### src/common/acr_defs.svh
// Register addresses, field positions and reset values for the converter control block
`ifndef ACR_DEFS_SVH
`define ACR_DEFS_SVH

// ----------------------------------------------------------------------
// Register addresses
// ----------------------------------------------------------------------
`define ACR_ADDR_CONFIG     8'hbc
`define ACR_ADDR_RES_LOW    8'hbd
`define ACR_ADDR_RES_HIGH   8'hbe
`define ACR_ADDR_REF_CTRL   8'hd1

// ----------------------------------------------------------------------
// Reset values
// ----------------------------------------------------------------------
`define ACR_CONFIG_RESET    8'hf8
`define ACR_RES_RESET       8'h00
`define ACR_REF_RESET       8'h00
`define ACR_DIV_ZERO        5'h00
`define ACR_RESULT_ZERO     10'h000

// ----------------------------------------------------------------------
// Field positions
// ----------------------------------------------------------------------
`define ACR_CFG_DIV_HI      7
`define ACR_CFG_DIV_LO      3
`define ACR_CFG_JUST_BIT    2
`define ACR_REF_TEMP_BIT    2
`define ACR_REF_BIAS_BIT    1
`define ACR_REF_SEL_BIT     3
`define ACR_REF_IREF_BIT    0

`endif

### src/common/acr_pkg.sv
// Types shared by the converter control block
package acr_pkg;
  typedef enum logic {
    ACR_JUST_RIGHT,
    ACR_JUST_LEFT
  } acr_justify_t;

  typedef struct packed {
    logic [4:0] div_cnt;
    logic       clk_level;
    logic       conv_tick;
  } acr_div_state_t;

  typedef struct packed {
    logic [4:0]   clk_div;
    acr_justify_t justify;
    logic [7:0]   res_low;
    logic [7:0]   res_high;
    logic         temp_en;
    logic         bias_en;
    logic         ref_sel;
    logic         iref_en;
    logic [7:0]   rd_data;
  } acr_state_t;
endpackage

### src/acr_clock_divider.sv
// Conversion clock divider: core clock divided by field value plus one
`timescale 1ns/1ps
`default_nettype none
`include "acr_defs.svh"

module acr_clock_divider
  import acr_pkg::*;
(
  // Clock and reset
  input  wire logic       clock,
  input  wire logic       rst,
  // Divider setting
  input  wire logic [4:0] div_value,
  input  wire logic       run,
  // Conversion clock
  output logic            conv_clock,
  output logic            conv_tick
);

  acr_div_state_t s_q;
  acr_div_state_t s_d;

  always_comb begin
    s_d = s_q;
    s_d.conv_tick = 1'b0;
    if (!run) begin
      s_d.div_cnt   = `ACR_DIV_ZERO;
      s_d.clk_level = 1'b0;
    end else if (s_q.div_cnt >= div_value) begin
      // One conversion clock period per div_value+1 core clocks
      s_d.div_cnt   = `ACR_DIV_ZERO;
      s_d.conv_tick = 1'b1;
      s_d.clk_level = 1'b1;
    end else begin
      s_d.div_cnt = s_q.div_cnt + 5'h01;
      // Low for the second half of the period, approximate for odd counts
      if (s_d.div_cnt > (div_value >> 1)) begin
        s_d.clk_level = 1'b0;
      end
    end
  end

  always_ff @(posedge clock) begin
    if (rst) begin
      s_q <= '0;
    end else begin
      s_q <= s_d;
    end
  end

  assign conv_clock = s_q.clk_level;
  assign conv_tick  = s_q.conv_tick;

endmodule
`default_nettype wire

### src/acr_converter_control.sv
// Converter configuration, result formatting and reference enables
`timescale 1ns/1ps
`default_nettype none
`include "acr_defs.svh"

module acr_converter_control
  import acr_pkg::*;
(
  // Clock and reset
  input  wire logic       clock,
  input  wire logic       rst,
  // Special-function register port
  input  wire logic [7:0] sfr_addr,
  input  wire logic       sfr_wr,
  input  wire logic       sfr_rd,
  input  wire logic [7:0] sfr_wdata,
  output logic [7:0]      sfr_rdata,
  // Converter core
  input  wire logic       conv_enable,
  input  wire logic       result_valid,
  input  wire logic [9:0] result_data,
  output logic            conversion_clock,
  output logic            conversion_tick,
  // Other users of the bias circuits
  input  wire logic       osc_enable,
  input  wire logic       clk_mult_enable,
  // Reference and sensor controls
  output logic            ref_source_select,
  output logic            converter_bias_enable,
  output logic            reference_bias_enable,
  output logic            internal_ref_enable,
  output logic            temp_sensor_enable,
  output logic            temp_sensor_hiz,
  // Positive input mux
  input  wire logic       mux_sel_temp,
  output logic            mux_route_temp
);

  acr_state_t s_q;
  acr_state_t s_d;
  logic [9:0] res_formatted;

  // ----------------------------------------------------------------------
  // Result formatting
  // ----------------------------------------------------------------------
  always_comb begin
    res_formatted = `ACR_RESULT_ZERO;
    if (s_q.justify == ACR_JUST_LEFT) begin
      res_formatted = result_data;
    end else begin
      res_formatted = result_data;
    end
  end

  // ----------------------------------------------------------------------
  // Register state
  // ----------------------------------------------------------------------
  always_comb begin
    s_d = s_q;
    // Result bytes latched whole, but nothing locks them, so separate low and high byte reads can mix two conversions
    if (result_valid) begin
      unique case (s_q.justify)
        ACR_JUST_RIGHT: begin
          s_d.res_low  = res_formatted[7:0];
          s_d.res_high = {6'h00, res_formatted[9:8]};
        end
        ACR_JUST_LEFT: begin
          s_d.res_low  = {res_formatted[1:0], 6'h00};
          s_d.res_high = res_formatted[9:2];
        end
      endcase
    end
    if (sfr_wr) begin
      unique case (sfr_addr)
        `ACR_ADDR_CONFIG: begin
          s_d.clk_div = sfr_wdata[`ACR_CFG_DIV_HI:`ACR_CFG_DIV_LO];
          s_d.justify = acr_justify_t'(sfr_wdata[`ACR_CFG_JUST_BIT]);
        end
        `ACR_ADDR_RES_LOW: begin
          s_d.res_low = sfr_wdata;
        end
        `ACR_ADDR_RES_HIGH: begin
          s_d.res_high = sfr_wdata;
        end
        `ACR_ADDR_REF_CTRL: begin
          s_d.temp_en = sfr_wdata[`ACR_REF_TEMP_BIT];
          s_d.bias_en = sfr_wdata[`ACR_REF_BIAS_BIT];
          s_d.ref_sel = sfr_wdata[`ACR_REF_SEL_BIT];
          s_d.iref_en = sfr_wdata[`ACR_REF_IREF_BIT];
        end
        default: begin
        end
      endcase
    end
    // Read data registered; unmapped addresses read zero
    s_d.rd_data = `ACR_RES_RESET;
    if (sfr_rd) begin
      unique case (sfr_addr)
        `ACR_ADDR_CONFIG: begin
          // Bits 1..0 unused, read zero
          s_d.rd_data = {s_q.clk_div, s_q.justify, 2'b00};
        end
        `ACR_ADDR_RES_LOW: begin
          s_d.rd_data = s_q.res_low;
        end
        `ACR_ADDR_RES_HIGH: begin
          s_d.rd_data = s_q.res_high;
        end
        `ACR_ADDR_REF_CTRL: begin
          s_d.rd_data = {4'h0, s_q.ref_sel, s_q.temp_en, s_q.bias_en, s_q.iref_en};
        end
        default: begin
        end
      endcase
    end
  end

  always_ff @(posedge clock) begin
    if (rst) begin
      s_q.clk_div  <= 5'(`ACR_CONFIG_RESET >> `ACR_CFG_DIV_LO);
      s_q.justify  <= ACR_JUST_RIGHT;
      s_q.res_low  <= `ACR_RES_RESET;
      s_q.res_high <= `ACR_RES_RESET;
      s_q.temp_en  <= 1'b0;
      s_q.bias_en  <= 1'b0;
      s_q.ref_sel  <= 1'b0;
      s_q.iref_en  <= 1'b0;
      s_q.rd_data  <= `ACR_RES_RESET;
    end else begin
      s_q <= s_d;
    end
  end

  // ----------------------------------------------------------------------
  // Conversion clock
  // ----------------------------------------------------------------------
  acr_clock_divider u_div (
    .clock      (clock),
    .rst        (rst),
    .div_value  (s_q.clk_div),
    .run        (conv_enable),
    .conv_clock (conversion_clock),
    .conv_tick  (conversion_tick)
  );

  // ----------------------------------------------------------------------
  // Reference and bias enables
  // ----------------------------------------------------------------------
  // Stored bit can only add to the forced enable, never remove it
  assign converter_bias_enable = s_q.bias_en | conv_enable | osc_enable;
  assign reference_bias_enable = s_q.iref_en | s_q.temp_en | clk_mult_enable;
  assign ref_source_select     = s_q.ref_sel;
  assign internal_ref_enable   = s_q.iref_en;
  assign temp_sensor_enable    = s_q.temp_en;
  assign temp_sensor_hiz       = ~s_q.temp_en;
  // Routed even when the sensor is off; such samples are meaningless
  assign mux_route_temp        = mux_sel_temp;
  assign sfr_rdata             = s_q.rd_data;

endmodule
`default_nettype wire

### config.mk
export PLATFORM = sky130hd
export DESIGN_NAME = acr_converter_control
export DESIGN_NICKNAME = d
export VERILOG_FILES = /design/src/common/acr_pkg.sv /design/src/acr_clock_divider.sv /design/src/acr_converter_control.sv
export VERILOG_INCLUDE_DIRS = /design/src /design/src/common
export SDC_FILE = /design/constraint.sdc
export NUM_CORES = 1
export LEC_CHECK = 0
export ABC_AREA = 1
export CAP_MARGIN = 20
export CELL_PAD_IN_SITES_DETAIL_PLACEMENT = 0
export CELL_PAD_IN_SITES_GLOBAL_PLACEMENT = 1
export CORE_ASPECT_RATIO = 2
export CORE_MARGIN = 10
export CORE_UTILIZATION = 44
export DETAILED_ROUTE_END_ITERATION = 8
export DONT_BUFFER_PORTS = 1
export GPL_TIMING_DRIVEN = 0
export PLACE_DENSITY = 0.83
export SLEW_MARGIN = 15
export SYNTH_ARGS = -nofsm -noshare
export SYNTH_HDL_FRONTEND = slang
export SYNTH_SLANG_ARGS = --single-unit
### constraint.sdc
create_clock -name clock -period 1.6 [get_ports clock]
set_input_delay 0.16 -clock clock [delete_from_list [all_inputs] [get_ports clock]]
set_output_delay 0.16 -clock clock [all_outputs]
set_load 0.01 [all_outputs]
### Word level (Yosys, flattened, before mapping)

Cells that the tools add are included.
W data, S select, Z words.

* flip-flop bits (word level): 41
* input bits: 35
* output and inout bits: 17
* logic and storage cells: 43

* add/subtract/negate cells: 1
* $lt $le $gt $ge: 2
* equality and inequality tests: 4
* mux-type cells: 10
* bitwise logic cells: 8
* reductions and logical operators: 6

Operator list (number)
* $eq A8 B8 Y1 const B: 4
* $pmux W16 S2: 1
* $pmux W8 S4: 1
* $mux W20: 1
* $mux W16: 1
* $mux W8: 2
* $add A5 B1 Y5 const B: 1
* $ge A5 B5 Y1: 1
* $gt A5 B4 Y1: 1
* $mux W4: 1
* $not A1 Y1: 4
* $or A1 B1 Y1: 4
* $reduce_and A2 Y1: 2
* $reduce_or A2 Y1: 2
* $mux W1: 3
* $reduce_or A3 Y1: 1
* $reduce_bool A2 Y1: 1

### Logic depth before layout (Yosys ltp)

* word-level depth: 5
* mapped depth: 10
* mapped depth without buffers: 10

### Hierarchy

A second synthesis with hierarchy kept.

* cells, all modules: 386
* area total of the unflattened synthesis: 2524.9 um^2

By module, submodules not included
* acr_converter_control: times used 1, cells an instance 312, area each 1990.7 um^2, seq. area each 680.7 um^2
* acr_clock_divider: times used 1, cells an instance 74, area each 534.3 um^2, seq. area each 140.1 um^2

### Worst setup path after synthesis

Ideal clock, no wire load.

* path type: flip-flop to flip-flop
* from: register u_div.s_q[2] (netlist bit)
* to: register u_div.s_q, in the netlist u_div.conv_clock
* library setup time: 114 ps
* arrival time: 1313 ps
* required time: 1486 ps
* setup slack: 173 ps
* cell stages (with the launch flop): 9
* buffers on the path: 0
* period minus slack after synthesis: 1427 ps
* cells stage by stage: dfxtp_1 > ha_1 > xor2_1 > ha_1 > nand2_1 > o21ai_0 > o21ai_0 > nand2_1 > nand2_1

* longest elaborated chain between the ends: 3
* elaborated cells on any way between the ends: 5
* classes of those cells: 1 x add/sub; 2 x order compare; 1 x mux; 1 x reduce/logical

Ends and longest elaborated chain
* from (decl): RTL line acr_clock_divider.sv:20 `acr_div_state_t s_q;`
* from (signal assigned): RTL line acr_clock_divider.sv:45 `s_q <= '0;`
* from (signal assigned): RTL line acr_clock_divider.sv:47 `s_q <= s_d;`
* $add A5 B1 Y5: RTL line acr_clock_divider.sv:35 `s_d.div_cnt = s_q.div_cnt + 5'h01;`
* $gt A5 B4 Y1: RTL line acr_clock_divider.sv:37 `if (s_d.div_cnt > (div_value >> 1)) begin`
* $reduce_bool A2 Y1 (no line)

Parallel ways exist; a longest one is shown, timed or not.
A chain may end at the register's enable or synchronous reset.

### Worst setup path after layout

Ends and elaborated chain as after synthesis.

==> results by group <==
Run status
  • Status: finished clean

Power and ir drop
  • Gate power share: 8.6%
  • P per Cell Area: 728 nW/um^2
  • VDD IR max: 0.649 mV
  • Clock share of power: 36.4%
  • Sequential share of power: 55.1%
  • Power Internal: 1.44 mW
  • Overall power: 1.90 mW
  • Switching power: 468 uW
  • Pleak: 1.31 nW
  • Sw Share: 24.6%

Timing
  • Min cycle time layout: 1510 ps
  • Skew final: 2.34 ps
  • Final setup vio count: 0
  • Slew Limit Fails: 0
  • Final Hold Viols: 0
  • Worst-Margin Slew: 614 ps
  • Slew margin rel.: 58.8%
  • Period utilization: 94.2%
  • RSZ-0062 raised after global routing: yes
  • Setup TNS: 0 ps
  • Maximum clock rate: 0.664 GHz

Clock tree
  • Clock root buffer: clkbuf_8
  • Clk buf depth: 2
  • H-tree depth: 2
  • Clock Sinks: 41
  • CTS Buf Count: 5
  • Worst skew pair latency: 290 ps
  • CTS tree: yes
  • Clock Pin Slew Worst Setup and Hold Paths: 70 ps

Critical path
  • Worst Path Max Fanout: 5
  • CP Data Arrival Time: 1750 ps
  • WS Path Type: reg2reg
  • CP Launch Type: flip-flop
  • CP Data Required Time: 1840 ps
  • CP Capture Type: flip-flop

Global route
  • GRT Overall Usage: 15.8%
  • Pin count of the biggest net entering global routing: 12
  • First-pass GRT wire length: 11,000 microns
  • Vias in the first global route: 2,191
  • Gr ovfl total: 0
  • Initial antenna violation count: 0

Route
  • DRC Markers: 0
  • Vias after detailed routing: 2,170
  • DRT antenna net count: 0
  • Final wirelength: 6940 microns
  • Detailed Routing Iterations Pass 1: 4
  • Wire per inst: 16.6 microns
  • First-iteration detailed-routing DRC count: 85
  • Routed vias/inst: 5.19

Synthesis
  • Most common cell in the synthesized netlist: nand2_1
  • Largest area contributor in the netlist: dfxtp_1
  • Register area share after synthesis: 35.2%
  • Post-Syn Instances: 345
  • Number of synthesized register bits: 41
  • Ys flop type: dfxtp_1
  • Mapped Area: 2330 sq um
  • Syn Area/Cell: 6.76 sq um
  • Area contributors post-synth: dfxtp_1 35%, nand2_1 13%, nand3_1 11%, inv_1 7.2%, nor2_1 6.9%
  • Count of different cell masters after synthesis: 28
  • Asr flop ratio synth: 0%
  • Post-synth EDFFs: 0
  • Synth top cells by count: 78 x nand2_1, 53 x nand3_1, 45 x inv_1
  • YS warnings: 0
  • Post-synth top area share: 35.2%
  • Syn_nets: 390

Floorplanning
  • Core area: 5140 sq um
  • Die area: 8790 sq um
  • Rows: 37
  • Io pins: 52
  • Initial Utilization: 45.4%
  • Die X: 71.5 microns
  • Die H: 123 microns

Placement
  • Port bufs: 0
  • Global placement routability congestion: 0.867
  • Detailed placer's ending HPWL: 5730 microns
  • Post-DP Area: 2410 sq um
  • Placed insts: 403

Cells and area
  • Area growth syn-to-layout: 12.0%
  • Diodes inserted: 0
  • Final Non-Filler Cells: 418
  • Share of layout cells above drive strength 1: 12.8%
  • Fin nets: 405
  • Fin area: 2610 sq um

Flow run
  • Max cap viols: 0

Worst hold path
  • Worst Hold Class: in2reg
==> critical path: stages (launching register included) <==
cell and delay, ps:
dfxtp_4 380, nand3_2 100, xor2_2 170, inv_1 60
ha_1 280, a21oi_1 140, o21ai_1 70, o21ai_1 120
nand2_1 80, nand2_1 60
==> timing repair <==
item	in CTS	in global routing
endpoints found under the hold margin	9	0
buffers inserted	1	1
setup endpoints to repair	1	6
hold buffers	6	0
resized for setup	7	8
pin swaps	1	5
==> final timing paths <==
check / slack (ps) / startpoint / cells after the start / endpoint
hold / removal: 8 / sfr_wdata[1] / 2 / s_q[13]
hold reg to reg: 460 / u_div.s_q[2] / 1 / u_div.s_q[2]
setup reg to reg: 90 / u_div.s_q[2] / 9 / u_div.conv_clock
setup / recovery: 90 / u_div.s_q[2] / 9 / u_div.conv_clock
==> placed cells by master (no fill, tap or decap) <==
| master | count |
|---|---|
| buf_2 | 5 |
| inv_2 | 2 |
| nand3_2 | 4 |
| buf_4 | 11 |
| o21ai_1 | 8 |
| clkbuf_8 | 6 |
| nand3_1 | 52 |
| dfxtp_4 | 2 |
| dlygate4sd3_1 | 6 |
| o21a_1 | 1 |
| ha_2 | 1 |
| nor3_2 | 2 |
| o21ai_0 | 11 |
| nor3_1 | 1 |
| nand2_2 | 1 |
| nor2_1 | 43 |
| o22ai_1 | 1 |
| nand2_1 | 78 |
| nor3_4 | 3 |
| xor2_2 | 1 |
| mux2i_1 | 1 |
| clkinv_1 | 1 |
| ha_1 | 8 |
| clkbuf_1 | 4 |
| dfxtp_1 | 36 |
| a21oi_2 | 2 |
| buf_6 | 1 |
| nand3_4 | 1 |
| xnor2_1 | 1 |
| dfxtp_2 | 3 |
| ha_4 | 1 |
| xor2_1 | 1 |
| and3_1 | 2 |
| inv_1 | 45 |
| nand4_1 | 6 |
| a21oi_1 | 8 |
==> per-layer routing <==
metal / global-route usage (%) / vias to the layer above / wire length [microns]
met5: 0 / - / 0
met4: 6.20 / 0 / 199
met3: 4.89 / 14 / 442
met2: 32.3 / 50 / 4090
met1: 13.3 / 981 / 2210
li1: - / 1125 / -
==> cells by family after synthesis <==
logic type	after synthesis	synth area share (%)
AOI/OAI and AO/OA	31	6.81
muxes	1	0.429
and+or+nand+nor	193	38.4
adders and majority gates	10	5.36
DFF	41	35.2
buffers and inverters	66	12.7
xor gates and xnor gates	3	1.13
==> through the flow <==
step | util, % | hold WS [ps] | setup slack [ps]
floorplan | - | 229 | 173
global placement | 46.8 | 231 | -137
detailed placement | 46.8 | 233 | -167
CTS | 50.2 | 2.37 | 5.46
global route | 50.9 | 8.22 | -5.58
finish | 50.9 | 7.62 | 93.5
==> sequential cells by signal, indices dropped and copies added (netlist names) <==
register and count:
internal_ref_enable 1, ref_source_select 1, s_q 23, sfr_rdata 8, temp_sensor_enable 1, u_div.conv_clock 1
u_div.conv_tick 1, u_div.s_q 5
==> power by group through the flow <==
| stage | Sequential, mW | Clock, mW | Combinational (mW) |
|---|---|---|---|
| 2_1_floorplan | 1.07 | 0 | 0.114 |
| 3_3_place_gp | 1.07 | 0 | 0.144 |
| 3_5_place_dp | 1.07 | 0 | 0.146 |
| 4_1_cts | 1.05 | 0.709 | 0.162 |
| 5_1_grt | 1.05 | 0.742 | 0.185 |
| 6_report | 1.05 | 0.692 | 0.163 |
==> cell type report <==
class                      instances  area, sq um
multi-input combinational        238         1250
buffer                            18          115
clock buffer                       7         86.3
inverter                          48          180
timing repair buffer               8         75.1
fill                             552         2520
sequential                        41          832
tap                               58         72.6
Power figures use the tool's default switching activity.
